### config.mk
export PLATFORM = sky130hd
export DESIGN_NAME = dtu_timers
export DESIGN_NICKNAME = d
export VERILOG_FILES = /design/src/core/dtu_pkg.sv /design/src/core/dtu_timers.sv
export VERILOG_INCLUDE_DIRS = /design/src /design/src/core
export SDC_FILE = /design/constraint.sdc
export NUM_CORES = 1
export LEC_CHECK = 0
export BUFFER_PORTS_ARGS = -buffer_cell sky130_fd_sc_hd__clkbuf_2
export CORE_MARGIN = 4
export CORE_UTILIZATION = 35
export DETAILED_ROUTE_END_ITERATION = 7
export PLACE_DENSITY = 0.58
export SYNTH_ARGS = -nofsm -noshare
export SYNTH_HDL_FRONTEND = slang
export SYNTH_SLANG_ARGS = --single-unit
export TNS_END_PERCENT = 20
### constraint.sdc
create_clock -name pclk -period 4.26 [get_ports pclk]
set_clock_uncertainty 0.15 [all_clocks]
set_input_delay 1.065 -clock pclk [delete_from_list [all_inputs] [get_ports pclk]]
set_output_delay 1.065 -clock pclk [all_outputs]
set_load 0.01 [all_outputs]
### src/core/dtu_regs.svh
/*
 Register offsets, field positions, reset values and divider counts of the
 dual timer and up/down timer block.
 Assumes an APB slave with byte addresses, one aligned 32-bit word per register.
*/
// Functional notes
// Mode 00: 8-bit count, divide-by-32 prescaler
// Mode 01 16-bit; mode 10 low-byte reload
// Mode 11 splits timer 0; timer 1 holds
// Timer function counts every machine cycle
// Counter function counts sampled falling pin edges
// Gate bit lets gate pin gate counting
// Timer 2 16-bit, selectable timer or counter
// Timer 2 reload on overflow or trigger
// Up/down: trigger level sets count direction
// Capture mode: trigger edge copies count
// Baud mode: osc/2, no overflow flag
// Baud mode reloads on every overflow
// Overflow strobes of timers 1, 2 out
// Timers count only while run bit set
// Overflow sets sticky flag, interrupt request
// Gate set: run and gate pin high
`ifndef DTU_REGS_SVH
`define DTU_REGS_SVH
`define DTU_OFF_MODE 8'h00
`define DTU_OFF_RUN 8'h04
`define DTU_OFF_CNT0 8'h08
`define DTU_OFF_CNT1 8'h0C
`define DTU_OFF_T2CTL 8'h10
`define DTU_OFF_TIMER_TWO_MODE 8'h14
`define DTU_OFF_CNT2 8'h18
`define DTU_OFF_RLD2 8'h1C
`define DTU_OFF_STAT 8'h20
`define DTU_OFF_MASK 8'h24
`define DTU_ADDR_FLD 7:0
`define DTU_T0_FLD 3:0
`define DTU_T1_FLD 7:4
`define DTU_HI_FLD 15:8
`define DTU_LO_FLD 7:0
`define DTU_PRE_FLD 4:0
`define DTU_B_RUN0 0
`define DTU_B_RUN1 1
`define DTU_B_CPRL 0
`define DTU_B_CT2 1
`define DTU_B_TR2 2
`define DTU_B_TRIGGER_PIN_ENABLE 3
`define DTU_B_TX_CLOCK_SRC_SEL 4
`define DTU_B_RCLK 5
`define DTU_B_UPDOWN_ENABLE 0
`define DTU_S_OVF0 0
`define DTU_S_OVF1 1
`define DTU_S_OVF2 2
`define DTU_S_TRIG2 3
`define DTU_M_PRESC 2'h0
`define DTU_M_FULL 2'h1
`define DTU_M_RELOAD 2'h2
`define DTU_M_SPLIT 2'h3
`define DTU_RST_MODE 8'h00
`define DTU_RST_RUN 2'h0
`define DTU_RST_CNT 16'h0000
`define DTU_RST_T2CTL 6'h00
`define DTU_RST_TIMER_TWO_MODE 1'h0
`define DTU_RST_FLAGS 4'h0
`define DTU_RST_MC 4'h0
`define DTU_CNT_TOP 16'hFFFF
`define DTU_MC_LAST 4'hB
`endif

### src/core/dtu_pkg.sv
/*
 Types of the dual timer and up/down timer block.
 Assumes dtu_regs.svh supplies the numeric constants.
*/
`default_nettype none
package dtu_pkg;
	typedef struct packed {
		logic count_in_zero;
		logic count_in_one;
		logic count_in_two;
		logic gate_pin_zero;
		logic gate_pin_one;
		logic trigger_pin;
	} dtu_pins_t;
	typedef struct packed {
		logic gate;
		logic count_sel;
		logic mode_sel_hi;
		logic mode_sel_lo;
	} dtu_nib_t;
	typedef struct packed {
		logic [15:0] cnt;
		logic ovf;
	} dtu_step_t;
	typedef struct packed {
		logic t1_ovf;
		logic t2_ovf;
	} dtu_strobe_t;
	typedef enum logic [4:0] {
		DTU_T2_OFF = 5'h01,
		DTU_T2_BAUD = 5'h02,
		DTU_T2_CAP = 5'h04,
		DTU_T2_RELOAD = 5'h08,
		DTU_T2_UPDN = 5'h10
	} dtu_t2_mode_t;
endpackage : dtu_pkg
`default_nettype wire

### src/core/dtu_timers.sv
/*
 Timers 0 and 1 (four modes) and up/down timer 2, with APB registers,
 sticky flags, interrupt mask and overflow strobes for the serial port.
 Assumes pclk is the oscillator clock; pin inputs are asynchronous.
*/
`timescale 1ns/1ps
`default_nettype none
`include "dtu_regs.svh"
module dtu_timers (
	input wire logic pclk,
	input wire logic presetn,
	input wire logic psel,
	input wire logic penable,
	input wire logic pwrite,
	input wire logic [31:0] paddr,
	input wire logic [31:0] pwdata,
	output logic [31:0] prdata,
	output logic pready,
	output logic pslverr,
	input wire dtu_pkg::dtu_pins_t pins,
	output dtu_pkg::dtu_strobe_t baud_strobe,
	output logic irq
);
	import dtu_pkg::*;

	logic [7:0] timer01_mode_reg, timer01_mode_next;
	logic [1:0] run_reg, run_next;
	logic [5:0] timer_two_control_reg, timer_two_control_next;
	logic timer_two_mode_reg, timer_two_mode_next;
	logic [15:0] cnt0_reg, cnt0_next, cnt1_reg, cnt1_next;
	logic [15:0] cnt2_reg, cnt2_next, rld2_reg, rld2_next;
	logic [3:0] stat_reg, stat_next, mask_reg, mask_next;
	logic [3:0] mc_reg, mc_next;
	logic half_reg, half_next;
	dtu_pins_t s1_reg, s2_reg, samp_reg, samp_next;
	logic [31:0] prdata_reg, prdata_next;
	logic pready_reg, pready_next, pslverr_reg, pslverr_next;
	logic irq_reg, irq_next;
	dtu_strobe_t strb_reg, strb_next;

	logic mc_tick, fall0, fall1, fall2, trig_fall, inc0, inc1, inc2, inc_th0;
	logic ovf0, ovf1, tf2, timer_two_trigger_flag, wr, hit;
	logic [8:0] th0_sum;
	logic [7:0] addr;
	dtu_nib_t nib0, nib1;
	dtu_step_t st0, st1;
	dtu_t2_mode_t t2_mode;

	// One count step of timer 0 or 1 in the given mode
	function automatic dtu_step_t step01(input logic [1:0] mode, input logic [15:0] cnt, input logic inc);
		dtu_step_t r;
		logic [5:0] pre;
		logic [8:0] b;
		logic [16:0] w;
		r.cnt = cnt;
		r.ovf = 1'b0;
		pre = {1'b0, cnt[`DTU_PRE_FLD]} + 6'h01;
		b = {1'b0, cnt[`DTU_LO_FLD]} + 9'h001;
		w = {1'b0, cnt} + 17'h00001;
		if (inc)
		begin
			case (mode)
				`DTU_M_PRESC:
				begin
					r.cnt[`DTU_PRE_FLD] = pre[4:0];
					if (pre[5])
					begin
						b = {1'b0, cnt[`DTU_HI_FLD]} + 9'h001;
						r.cnt[`DTU_HI_FLD] = b[7:0];
						r.ovf = b[8];
					end
				end
				`DTU_M_FULL:
				begin
					r.cnt = w[15:0];
					r.ovf = w[16];
				end
				`DTU_M_RELOAD:
				begin
					r.cnt[`DTU_LO_FLD] = b[8] ? cnt[`DTU_HI_FLD] : b[7:0];
					r.ovf = b[8];
				end
				default:
				begin
					r.cnt[`DTU_LO_FLD] = b[7:0];
					r.ovf = b[8];
				end
			endcase
		end
		return r;
	endfunction : step01

	always_comb
	begin
		addr = paddr[`DTU_ADDR_FLD];
		mc_tick = (mc_reg == `DTU_MC_LAST);
		mc_next = mc_tick ? `DTU_RST_MC : 4'(mc_reg + 4'h1);
		half_next = ~half_reg;
		// Pins sampled once per machine cycle; an edge needs two samples
		samp_next = mc_tick ? s2_reg : samp_reg;
		fall0 = mc_tick & samp_reg.count_in_zero & ~s2_reg.count_in_zero;
		fall1 = mc_tick & samp_reg.count_in_one & ~s2_reg.count_in_one;
		fall2 = mc_tick & samp_reg.count_in_two & ~s2_reg.count_in_two;
		trig_fall = mc_tick & samp_reg.trigger_pin & ~s2_reg.trigger_pin
			& timer_two_control_reg[`DTU_B_TRIGGER_PIN_ENABLE];

		nib0 = timer01_mode_reg[`DTU_T0_FLD];
		nib1 = timer01_mode_reg[`DTU_T1_FLD];
		inc0 = run_reg[`DTU_B_RUN0] & (~nib0.gate | s2_reg.gate_pin_zero)
			& (nib0.count_sel ? fall0 : mc_tick);
		inc1 = run_reg[`DTU_B_RUN1] & (~nib1.gate | s2_reg.gate_pin_one)
			& (nib1.count_sel ? fall1 : mc_tick)
			& ({nib1.mode_sel_hi, nib1.mode_sel_lo} != `DTU_M_SPLIT);
		st0 = step01({nib0.mode_sel_hi, nib0.mode_sel_lo}, cnt0_reg, inc0);
		st1 = step01({nib1.mode_sel_hi, nib1.mode_sel_lo}, cnt1_reg, inc1);
		// Split mode: high byte of timer 0 is a pure timer run by timer 1's run bit
		inc_th0 = mc_tick & run_reg[`DTU_B_RUN1];
		th0_sum = {1'b0, cnt0_reg[`DTU_HI_FLD]} + 9'h001;
		cnt0_next = st0.cnt;
		ovf0 = st0.ovf;
		ovf1 = st1.ovf;
		if ({nib0.mode_sel_hi, nib0.mode_sel_lo} == `DTU_M_SPLIT)
		begin
			if (inc_th0)
				cnt0_next[`DTU_HI_FLD] = th0_sum[7:0];
			ovf1 = inc_th0 & th0_sum[8];
		end
		cnt1_next = st1.cnt;

		if (!timer_two_control_reg[`DTU_B_TR2])
			t2_mode = DTU_T2_OFF;
		else if (timer_two_control_reg[`DTU_B_TX_CLOCK_SRC_SEL] | timer_two_control_reg[`DTU_B_RCLK])
			t2_mode = DTU_T2_BAUD;
		else if (timer_two_control_reg[`DTU_B_CPRL])
			t2_mode = DTU_T2_CAP;
		else if (timer_two_mode_reg)
			t2_mode = DTU_T2_UPDN;
		else
			t2_mode = DTU_T2_RELOAD;
		inc2 = timer_two_control_reg[`DTU_B_CT2] ? fall2
			: ((t2_mode == DTU_T2_BAUD) ? half_reg : mc_tick);
		cnt2_next = cnt2_reg;
		rld2_next = rld2_reg;
		tf2 = 1'b0;
		timer_two_trigger_flag = 1'b0;
		strb_next.t2_ovf = 1'b0;
		case (t2_mode)
			DTU_T2_OFF:
				cnt2_next = cnt2_reg;
			DTU_T2_BAUD:
			begin
				if (inc2)
				begin
					cnt2_next = (cnt2_reg == `DTU_CNT_TOP) ? rld2_reg : 16'(cnt2_reg + 16'h0001);
					strb_next.t2_ovf = (cnt2_reg == `DTU_CNT_TOP);
				end
				timer_two_trigger_flag = trig_fall;
			end
			DTU_T2_CAP:
			begin
				if (inc2)
				begin
					cnt2_next = 16'(cnt2_reg + 16'h0001);
					tf2 = (cnt2_reg == `DTU_CNT_TOP);
				end
				if (trig_fall)
					rld2_next = cnt2_reg;
				timer_two_trigger_flag = trig_fall;
			end
			DTU_T2_RELOAD:
			begin
				if (inc2)
				begin
					cnt2_next = (cnt2_reg == `DTU_CNT_TOP) ? rld2_reg : 16'(cnt2_reg + 16'h0001);
					tf2 = (cnt2_reg == `DTU_CNT_TOP);
				end
				// Trigger reload wins over a count in the same cycle
				if (trig_fall)
					cnt2_next = rld2_reg;
				timer_two_trigger_flag = trig_fall;
			end
			DTU_T2_UPDN:
			begin
				if (inc2 && s2_reg.trigger_pin)
				begin
					cnt2_next = (cnt2_reg == `DTU_CNT_TOP) ? rld2_reg : 16'(cnt2_reg + 16'h0001);
					tf2 = (cnt2_reg == `DTU_CNT_TOP);
				end
				else if (inc2)
				begin
					cnt2_next = (cnt2_reg == rld2_reg) ? `DTU_CNT_TOP : 16'(cnt2_reg - 16'h0001);
					tf2 = (cnt2_reg == rld2_reg);
				end
			end
			default:
				cnt2_next = cnt2_reg;
		endcase
		if (t2_mode != DTU_T2_BAUD)
			strb_next.t2_ovf = tf2;
		strb_next.t1_ovf = st1.ovf;

		// APB: one wait state, then pready for one cycle
		pready_next = psel & penable & ~pready_reg;
		wr = psel & penable & pready_reg & pwrite;
		hit = 1'b1;
		prdata_next = 32'h0000_0000;
		case (addr)
			`DTU_OFF_MODE: prdata_next[7:0] = timer01_mode_reg;
			`DTU_OFF_RUN: prdata_next[1:0] = run_reg;
			`DTU_OFF_CNT0: prdata_next[15:0] = cnt0_reg;
			`DTU_OFF_CNT1: prdata_next[15:0] = cnt1_reg;
			`DTU_OFF_T2CTL: prdata_next[5:0] = timer_two_control_reg;
			`DTU_OFF_TIMER_TWO_MODE: prdata_next[0] = timer_two_mode_reg;
			`DTU_OFF_CNT2: prdata_next[15:0] = cnt2_reg;
			`DTU_OFF_RLD2: prdata_next[15:0] = rld2_reg;
			`DTU_OFF_STAT: prdata_next[3:0] = stat_reg;
			`DTU_OFF_MASK: prdata_next[3:0] = mask_reg;
			default: hit = 1'b0;
		endcase
		if (!pready_next || pwrite)
			prdata_next = 32'h0000_0000;
		pslverr_next = pready_next & ~hit;

		timer01_mode_next = timer01_mode_reg;
		run_next = run_reg;
		timer_two_control_next = timer_two_control_reg;
		timer_two_mode_next = timer_two_mode_reg;
		mask_next = mask_reg;
		// Hardware set wins over a write-one clear in the same cycle
		stat_next = stat_reg;
		if (wr && addr == `DTU_OFF_STAT)
			stat_next = stat_reg & ~pwdata[3:0];
		stat_next[`DTU_S_OVF0] = stat_next[`DTU_S_OVF0] | ovf0;
		stat_next[`DTU_S_OVF1] = stat_next[`DTU_S_OVF1] | ovf1;
		stat_next[`DTU_S_OVF2] = stat_next[`DTU_S_OVF2] | tf2;
		stat_next[`DTU_S_TRIG2] = stat_next[`DTU_S_TRIG2] | timer_two_trigger_flag;
		// Software writes to counters override the count step
		if (wr)
		begin
			case (addr)
				`DTU_OFF_MODE: timer01_mode_next = pwdata[7:0];
				`DTU_OFF_RUN: run_next = pwdata[1:0];
				`DTU_OFF_CNT0: cnt0_next = pwdata[15:0];
				`DTU_OFF_CNT1: cnt1_next = pwdata[15:0];
				`DTU_OFF_T2CTL: timer_two_control_next = pwdata[5:0];
				`DTU_OFF_TIMER_TWO_MODE: timer_two_mode_next = pwdata[0];
				`DTU_OFF_CNT2: cnt2_next = pwdata[15:0];
				`DTU_OFF_RLD2: rld2_next = pwdata[15:0];
				`DTU_OFF_MASK: mask_next = pwdata[3:0];
				default: mask_next = mask_reg;
			endcase
		end
		irq_next = |(stat_reg & mask_reg);
	end

	always_ff @(posedge pclk or negedge presetn)
	begin
		if (!presetn)
		begin
			timer01_mode_reg <= `DTU_RST_MODE;
			run_reg <= `DTU_RST_RUN;
			timer_two_control_reg <= `DTU_RST_T2CTL;
			timer_two_mode_reg <= `DTU_RST_TIMER_TWO_MODE;
			cnt0_reg <= `DTU_RST_CNT;
			cnt1_reg <= `DTU_RST_CNT;
			cnt2_reg <= `DTU_RST_CNT;
			rld2_reg <= `DTU_RST_CNT;
			stat_reg <= `DTU_RST_FLAGS;
			mask_reg <= `DTU_RST_FLAGS;
			mc_reg <= `DTU_RST_MC;
			half_reg <= 1'b0;
			s1_reg <= '0;
			s2_reg <= '0;
			samp_reg <= '0;
			prdata_reg <= 32'h0000_0000;
			pready_reg <= 1'b0;
			pslverr_reg <= 1'b0;
			irq_reg <= 1'b0;
			strb_reg <= '0;
		end
		else
		begin
			timer01_mode_reg <= timer01_mode_next;
			run_reg <= run_next;
			timer_two_control_reg <= timer_two_control_next;
			timer_two_mode_reg <= timer_two_mode_next;
			cnt0_reg <= cnt0_next;
			cnt1_reg <= cnt1_next;
			cnt2_reg <= cnt2_next;
			rld2_reg <= rld2_next;
			stat_reg <= stat_next;
			mask_reg <= mask_next;
			mc_reg <= mc_next;
			half_reg <= half_next;
			s1_reg <= pins;
			s2_reg <= s1_reg;
			samp_reg <= samp_next;
			prdata_reg <= prdata_next;
			pready_reg <= pready_next;
			pslverr_reg <= pslverr_next;
			irq_reg <= irq_next;
			strb_reg <= strb_next;
		end
	end

	assign prdata = prdata_reg;
	assign pready = pready_reg;
	assign pslverr = pslverr_reg;
	assign irq = irq_reg;
	assign baud_strobe = strb_reg;
endmodule : dtu_timers
`default_nettype wire

==> flow_summary.toml, run 1 <==
[cells_and_area]
fin_area_mm2 = 0.0100
area_growth_pct = 13.0
diodes = 0
final_common_cell = "dfrtp_1"
final_util_pct = 40.1
drive_gt1_share_pct = 15.2
nets = 1174
finalNonFillerCells = 1435
final_cell_mix = "131 x dfrtp_1, 120 x nand2_1, 114 x nor2_1, 81 x a21oi_1, 74 x o21ai_0"

[synthesis]
ys_seq_elements = 131
synth_cell_type_count = 80
synth-edff-count = 0
syn_area_mm2 = 0.00888
synth_cells = 1056
async_flop_share_pct = 100
yosysWarnings = 0
ys_seq_area_share_pct = 36.9
synthFlopType = "dfrtp_1"
avgSynthCellArea_um2 = 8.41

[setup_path]
critical_path.max_stage_delay_ns = 0.62
cpMaxStageDelayCell = "nor2_1"
startpoint = "psel"
path_delay_family = "simple AND/OR/NAND/NOR gates"
cp_max_fo = 15
path_common_cell = "nand2_1"
crit_path_cell_trace = "clkbuf_2 -> nand2_1 -> nor2_1 -> nand2_1 -> nand2_1 -> a2111oi_2 -> nor3_1 -> a21oi_1"
cp-end-kind = "register"
regToRegSetupSlack_ns = 1.02
reg2regPathDepth = 8
cp.required_ns = 4.41
startpoint_type = "primary input"
critPathKind = "primary input to register"
cp.depth = 8
rr_startpoint = "cnt2_reg[0]"
crit_arrival_ns = 3.42
crit_buf_inv = 1
rr_endpoint = "cnt2_reg[2]"
crit_end = "cnt2_reg[14]"

[power_and_ir_drop]
pwr-share-clk_pct = 48.9
p_sw_uw = 842
seq_power_share_pct = 44.1
p_per_area_mw_per_mm2 = 302
power_mw = 3.03
swShare_pct = 27.8
cellLeakagePower_nw = 3.75
power_report.internal_total_mw = 2.18
peakVddDrop_mv = 0.217
p_comb_share_pct = 6.9

[place]
place_congestion = 0.940
pre_cts_ws_ns = 0.569
io_buffers = 55
dpl.hpwl_um = 22400
post-place-cells = 1403
placed_area_mm2 = 0.00945

[sta]
maxSlewHeadroom_pct = 33.3
setup_tns_ns = 0
max_freq_ghz = 0.306
finalSetupViolCount = 0
fin_hold_ws_ns = 0.199
final_max_slew_viol_count = 0
finalWorstSetupSlack_ns = 0.990
rsz0062_at_grt = "no"
layout_min_cycle_time_ns = 3.27
timing.final.crit_share_pct = 76.7
tightest_slew_ns = 0.998
hold_viol_final = 0

[clock_tree]
htree_levels = 4
cts_buffers = 17
clock_sinks = 131
cts.reportedPaths.clkPinSlew_ns = 0.07
postCtsSetupBuffers = 0
hold_buffers = 0
cts_resized = 0
cts_root_buffer = "clkbuf_16"
cts_buffer_depth = 2
cts_tree = "yes"
clkLatencyLatePin_ns = 0.43

[detailed_routing]
first_iter_violations = 964
vias = 8611
avgRoutedWirePerCell_um = 21.7
dr_wl_met2_um = 13300
drc = 0
top_layer = "met4"
met1_length_um = 13700
wirelength_um = 31100
ant_nets = 0
met3WireLength_um = 2750
viasPerCell = 6.00
drtPass1Iterations = 6

[floorplan]
core_area_mm2 = 0.0250
io_pins = 112
initial_core_util_pct = 35.5
die_y_um = 167
dieArea_mm2 = 0.0280
num_rows = 58
die_x_um = 167

[global_routing]
track_usage_pct = 21.8
grt_pass1_vias = 7917
antenna_found_initial = 0
grt_overflow = 0
grt_pass1_wl_um = 48000
grt_max_degree = 74

[outcome]
status = "complete, no violations"

[hold_path]
hold_path.class = "register to register"
hold_depth = 0

[flow_run]
maxCapViolations = 0
-- how the worst min path moves through the flow --
stage                          from   endpoint  slack (ns)
after floorplan           s1_reg[0]  s2_reg[0]        0.18
after global placement    s1_reg[5]  s2_reg[5]        0.18
after global routing      s1_reg[2]  s2_reg[2]        0.20
final                     s1_reg[4]  s2_reg[4]        0.20
after CTS                 s1_reg[2]  s2_reg[2]        0.20
after detailed placement  s1_reg[2]  s2_reg[2]        0.18
-- power groups by stage --
stage                     combinational, mW  sequential [mW]  clock (mW)
after floorplan                       0.177             1.30           0
after global placement                0.206             1.36           0
after detailed placement              0.207             1.36           0
after CTS                             0.209             1.33        1.51
after global routing                  0.230             1.34        1.56
final                                 0.209             1.34        1.48
-- synthesized netlist by cell type, types with 4 or more instances --
library cell	number	area share [%]
a211oi_1	13	1.1
xnor2_1	36	3.6
or4_1	6	0.51
or3_1	6	0.42
nor4_2	6	0.85
inv_1	13	0.55
o32ai_1	4	0.39
xor2_1	13	1.3
nor4_1	11	0.78
a31oi_1	31	2.2
mux2i_1	25	2.8
o31ai_1	6	0.51
a21o_1	4	0.34
or2_2	4	0.28
a21oi_1	81	4.6
o22ai_1	6	0.42
o21a_1	7	0.59
nand2_1	120	5.1
buf_2	14	0.79
o211ai_1	11	0.93
and3_1	8	0.56
nor3_1	15	0.85
ha_1	7	0.99
dfrtp_1	131	37
a221oi_1	13	1.3
nand4_1	14	0.99
o21ai_0	74	4.2
nor3b_1	4	0.34
buf_4	17	1.4
nor2b_1	7	0.49
nand3_1	39	2.2
clkbuf_1	46	1.9
and2_1	9	0.63
a22oi_1	38	3.2
nand2b_1	7	0.49
nor2_1	114	4.8
a22o_1	5	0.49
a41oi_1	4	0.39
mux2_2	23	2.9
-- worst register-to-register path: cells and delay by family, from the launching register on --
kind	cells	cell delay, ns
DFF	1	0.60
adders and majority gates	1	0.39
and+or+nand+nor	4	1.40
AOI/OAI and AO/OA	3	0.60
-- routing by layer --
layer | up-vias | global-route usage, %
li1 | 3963 | -
met2 | 434 | 31.8
met3 | 76 | 4.23
met5 | - | 0
met1 | 4138 | 31.5
met4 | 0 | 9.70
-- cell families (layout without fill, tap and decap cells) --
kind of cell,after synthesis,count (layout),synth area share (%)
other cells,1,16,0.0422
flops,131,131,36.9
simple gates,394,394,22.2
mux,48,48,5.74
compound gates,330,330,24.0
buf+inv,96,130,5.24
fa+ha+maj,7,7,0.987
xor+xnor,49,49,4.83
-- cell type report --
cell class / instances / area (um^2)
clock buffers: 18 / 439
clock inverters: 14 / 141
fillers: 2536 / 15000
inverters: 13 / 48.8
multi-input cells: 844 / 5200
flip-flops and latches: 131 / 3280
well taps: 330 / 413
repair buffers: 85 / 507
No activity file was read; power rests on OpenSTA's default activity.
==> run 2, diff against run 1 <==
Clock period 4.26 ns to 3.1 ns, I/O delays scaled along.
==> run 2 against run 1 <==
Sequential power rose by 34%. Cell count grew 3.8%. Final area grew 5.3%. Critical path type is now register to register. Hold slack worse by 0.085 ns. Largest cell class unchanged.
==> flow_summary.toml, run 2 (same netlist as run 1, synthesis figures left out) <==
[sta]
hold_viol_final = 0
timing.final.crit_share_pct = 92.1
max_freq_ghz = 0.350
finalSetupViolCount = 0
layout_min_cycle_time_ns = 2.86
finalWorstSetupSlack_ns = 0.244
maxSlewHeadroom_pct = 48.6
tightest_slew_ns = 0.766
setup_tns_ns = 0
final_max_slew_viol_count = 0
rsz0062_at_grt = "no"
fin_hold_ws_ns = 0.114

[global_routing]
antenna_found_initial = 0
track_usage_pct = 22.4
grt_pass1_wl_um = 49300
grt_overflow = 0
grt_max_degree = 45
grt_pass1_vias = 8195

[setup_path]
cp-end-kind = "register"
reg2regPathDepth = 8
regToRegSetupSlack_ns = 0.24
cp.required_ns = 3.27
rr_endpoint = "cnt2_reg[8]"
crit_arrival_ns = 3.02
rr_startpoint = "mc_reg[0]"
critPathKind = "register to register"
cp_max_fo = 7
startpoint_type = "register"

[clock_tree]
cts_buffer_depth = 2
cts_tree = "yes"
cts_resized = 0
clock_sinks = 131
cts_root_buffer = "clkbuf_16"
cts.reportedPaths.clkPinSlew_ns = 0.07
postCtsSetupBuffers = 0
clkLatencyLatePin_ns = 0.43
hold_buffers = 0
htree_levels = 4
cts_buffers = 17

[floorplan]
num_rows = 58
die_x_um = 167
core_area_mm2 = 0.0250
io_pins = 112
initial_core_util_pct = 35.5
dieArea_mm2 = 0.0280
die_y_um = 167

[detailed_routing]
dr_wl_met2_um = 13900
first_iter_violations = 866
drtPass1Iterations = 5
vias = 8784
wirelength_um = 31700
viasPerCell = 5.90
drc = 0
met3WireLength_um = 2380
top_layer = "met4"
ant_nets = 0
met1_length_um = 14400
avgRoutedWirePerCell_um = 21.3

[cells_and_area]
fill_cells = 2492
final_cell_mix = "131 x dfrtp_1, 120 x nand2_1, 114 x nor2_1, 81 x a21oi_1, 78 x buf_4"
diodes = 0
finalNonFillerCells = 1489
area_growth_pct = 19.0
nets = 1229
final_common_cell = "dfrtp_1"
drive_gt1_share_pct = 19.0

[power_and_ir_drop]
cellLeakagePower_nw = 4.03
power_mw = 4.33
p_per_area_mw_per_mm2 = 409
peakVddDrop_mv = 0.315

[place]
post-place-cells = 1458
pre_cts_ws_ns = 0.0427
place_congestion = 0.986
io_buffers = 55
dpl.hpwl_um = 23900

[flow_run]
maxCapViolations = 0

[hold_path]
hold_path.class = "primary input to async pin"

[outcome]
status = "complete, no violations"
[run 2: cell count changes in the layout (fill, tap and decap cells not counted)]
cell / previous run / this run
bufinv_16: 1 / 4
inv_6: 8 / 2
buf_12: 0 / 7
clkbuf_1: 0 / 2
inv_8: 1 / 0
clkbuf_8: 1 / 0
buf_4: 30 / 78
clkinvlp_4: 1 / 4
clkinv_4: 2 / 1
[run 2: per-stage QoR]
| step | utilization (%) | instance area, um^2 |
|---|---|---|
| floorplan | - | 8930 |
| global placement | 39.8 | 9950 |
| detailed placement | 39.8 | 9950 |
| CTS | 42.2 | 10600 |
| global route | 42.2 | 10600 |
| finish | 42.2 | 10600 |
[run 2: cell type report]
| type | count | area (um^2) | area share [%] |
|---|---|---|---|
| clock buffer | 19 | 433 | 4.10 |
| multi-input combinational | 844 | 5200 | 49.3 |
| timing repair buffer | 140 | 1010 | 9.53 |
| tap | 330 | 413 | 3.91 |
| clock inverter | 12 | 181 | 1.72 |
| inverter | 13 | 48.8 | 0.462 |
| sequential | 131 | 3280 | 31.0 |
[run 2: worst max path at each step]
| stage | startpoint | end | slack [ns] | cells past startpoint |
|---|---|---|---|---|
| detailed placement | paddr[1] | cnt2_reg[14] | 0.04 | 9 |
| floorplan | paddr[5] | cnt2_reg[14] | 0.33 | 8 |
| global placement | paddr[1] | cnt2_reg[14] | 0.07 | 9 |
| finish | mc_reg[0] | cnt2_reg[8] | 0.24 | 8 |
| global route | mc_reg[0] | cnt2_reg[8] | 0.07 | 8 |
| CTS | cnt2_reg[3] | cnt2_reg[1] | 0.26 | 6 |
[run 2: critical path, stage by stage, from the launching register on]
cell and delay, ns:
dfrtp_1 0.36, ha_1 0.25, nand3b_1 0.27, nor2_1 0.44, o21ai_1 0.38, nor2_1 0.45, a21oi_1 0.08, a211oi_1 0.29
nor2_1 0.08
[run 2: power breakdown]
part           switching (mW)  total [mW]  internal (mW)
Combinational           0.242       0.379          0.137
Sequential             0.0409        1.79           1.75
Clock                   0.816        2.16           1.35
[run 2: per-layer routing]
layer	vias up	GRT usage, %
met4	0	7.94
li1	4052	-
met2	433	33.7
met5	-	0
met1	4236	32.6
met3	63	3.80
==> run 3, diff against run 2 <==
Settings changed: CORE_ASPECT_RATIO set to 1.75.
==> run 3 against run 2 <==
Non-clock buffer count is 21 higher. Final area is 0.91% higher. The run now ends with DRC left. Wire length is 12% higher.
==> flow_summary.toml, run 3 (same netlist as run 1, synthesis figures left out) <==
[outcome]
status = "finished, violations left"
violations = "DRC"

[clock_tree]
cts_buffers = 17
cts.reportedPaths.clkPinSlew_ns = 0.06
cts_resized = 0
cts_buffer_depth = 2
htree_levels = 4
clock_sinks = 131
hold_buffers = 0
postCtsSetupBuffers = 0
cts_root_buffer = "clkbuf_16"
cts_tree = "yes"
clkLatencyLatePin_ns = 0.44

[detailed_routing]
vias = 9050
ant_nets = 0
viasPerCell = 6.06
avgRoutedWirePerCell_um = 23.8
drc = 4
first_iter_violations = 792
wirelength_um = 35500
drtPass1Iterations = 8

[sta]
layout_min_cycle_time_ns = 2.89
hold_viol_final = 0
final_max_slew_viol_count = 0
finalSetupViolCount = 0
maxSlewHeadroom_pct = 52.2
tightest_slew_ns = 0.711
setup_tns_ns = 0
finalWorstSetupSlack_ns = 0.210
timing.final.crit_share_pct = 93.2
rsz0062_at_grt = "no"
max_freq_ghz = 0.346

[setup_path]
cpMaxStageDelayCell = "a2111oi_0"
cp_max_fo = 22
critical_path.max_stage_delay_ns = 0.46
path_delay_family = "compound AO/OA/AOI/OAI gates"
path_common_cell = "buf_4"
crit_path_cell_trace = "ha_1 -> and3b_1 -> mux2i_1 -> o22a_1 -> buf_4 -> nor2_1 -> buf_4 -> a221oi_1 -> a2111oi_0 -> a21oi_1"
crit_arrival_ns = 3.04
reg2regPathDepth = 10
startpoint = "mc_reg[0]"
cp.depth = 10
cp.required_ns = 3.25
cp-end-kind = "register"
crit_buf_inv = 2
critPathKind = "register to register"
rr_startpoint = "mc_reg[0]"
startpoint_type = "register"

[cells_and_area]
final_common_cell = "dfrtp_1"
multi_input_area_mm2 = 0.00520
final_cell_mix = "131 x dfrtp_1, 120 x nand2_1, 114 x nor2_1, 99 x buf_4, 81 x a21oi_1"
diodes = 0
final-seq-area_mm2 = 0.00328
fill_cells = 2490
drive_gt1_share_pct = 20.6
nets = 1250
area_growth_pct = 20.1

[power_and_ir_drop]
peakVddDrop_mv = 0.421
p_per_area_mw_per_mm2 = 393
p_sw_mw = 1.18
seq_power_share_pct = 42.9
p_comb_share_pct = 9.0
power_report.internal_total_mw = 3.01
cellLeakagePower_nw = 4.12
pwr-share-clk_pct = 48.1
swShare_pct = 28.2

[flow_run]
maxCapViolations = 0

[floorplan]
initial_core_util_pct = 35.8
core_area_mm2 = 0.0248
die_x_um = 128
io_pins = 112
num_rows = 76
dieArea_mm2 = 0.0281
die_y_um = 219

[global_routing]
grt_overflow = 0
grt_pass1_vias = 8988
grt_pass1_wl_um = 53700
antenna_found_initial = 0
track_usage_pct = 25.4
grt_max_degree = 61

[hold_path]
hold_path.class = "primary input to async pin"

[place]
dpl.hpwl_um = 27200
pre_cts_ws_ns = -0.0400
place_congestion = 1.01
io_buffers = 55
## run 3: worst paths after layout
| check | end | slack (ns) |
|---|---|---|
| max | cnt2_reg[1] | 0.21 |
| max in group asynchronous | cnt2_reg[15] | 1.86 |
| min | s1_reg[4] | 0.15 |
| min in group pclk | s2_reg[5] | 0.20 |
| max reg2reg | cnt2_reg[1] | 0.21 |
| min reg2reg | s2_reg[5] | 0.20 |
## run 3: cell type report
| cell class | instances | share of cell area (%) |
|---|---|---|
| multi-input cells | 844 | 48.8 |
| clock buffers | 18 | 4.02 |
| flip-flops and latches | 131 | 30.7 |
| inverters | 13 | 0.458 |
| well taps | 312 | 3.66 |
| clock inverters | 14 | 1.37 |
| repair buffers | 161 | 10.9 |
## run 3: per-stage QoR
stage	std cells	instance area (um^2)	util, %	hold slack [ns]	total power [mW]
after floorplan	1071	8930	-	0.181	2.04
after global placement	1461	10100	40.6	0.186	2.20
after detailed placement	1461	10100	40.6	0.190	2.20
after CTS	1493	10700	43.0	0.156	4.22
after global routing	1493	10700	43.0	0.194	4.34
final	1493	10700	43.0	0.151	4.19
## run 3: power groups by stage
stage | clock [mW] | sequential (mW) | combinational, mW
2_1_floorplan | 0 | 1.79 | 0.243
3_3_place_gp | 0 | 1.83 | 0.372
3_5_place_dp | 0 | 1.83 | 0.374
4_1_cts | 2.05 | 1.80 | 0.375
5_1_grt | 2.12 | 1.80 | 0.410
6_report | 2.02 | 1.80 | 0.377
## run 3: metal layers
metal / wire length, um / global-route usage [%]
met1: 12600 / 27.3
met2: 18800 / 45.9
met3: 1700 / 3.47
met4: 2400 / 16.4
met5: 0 / 0
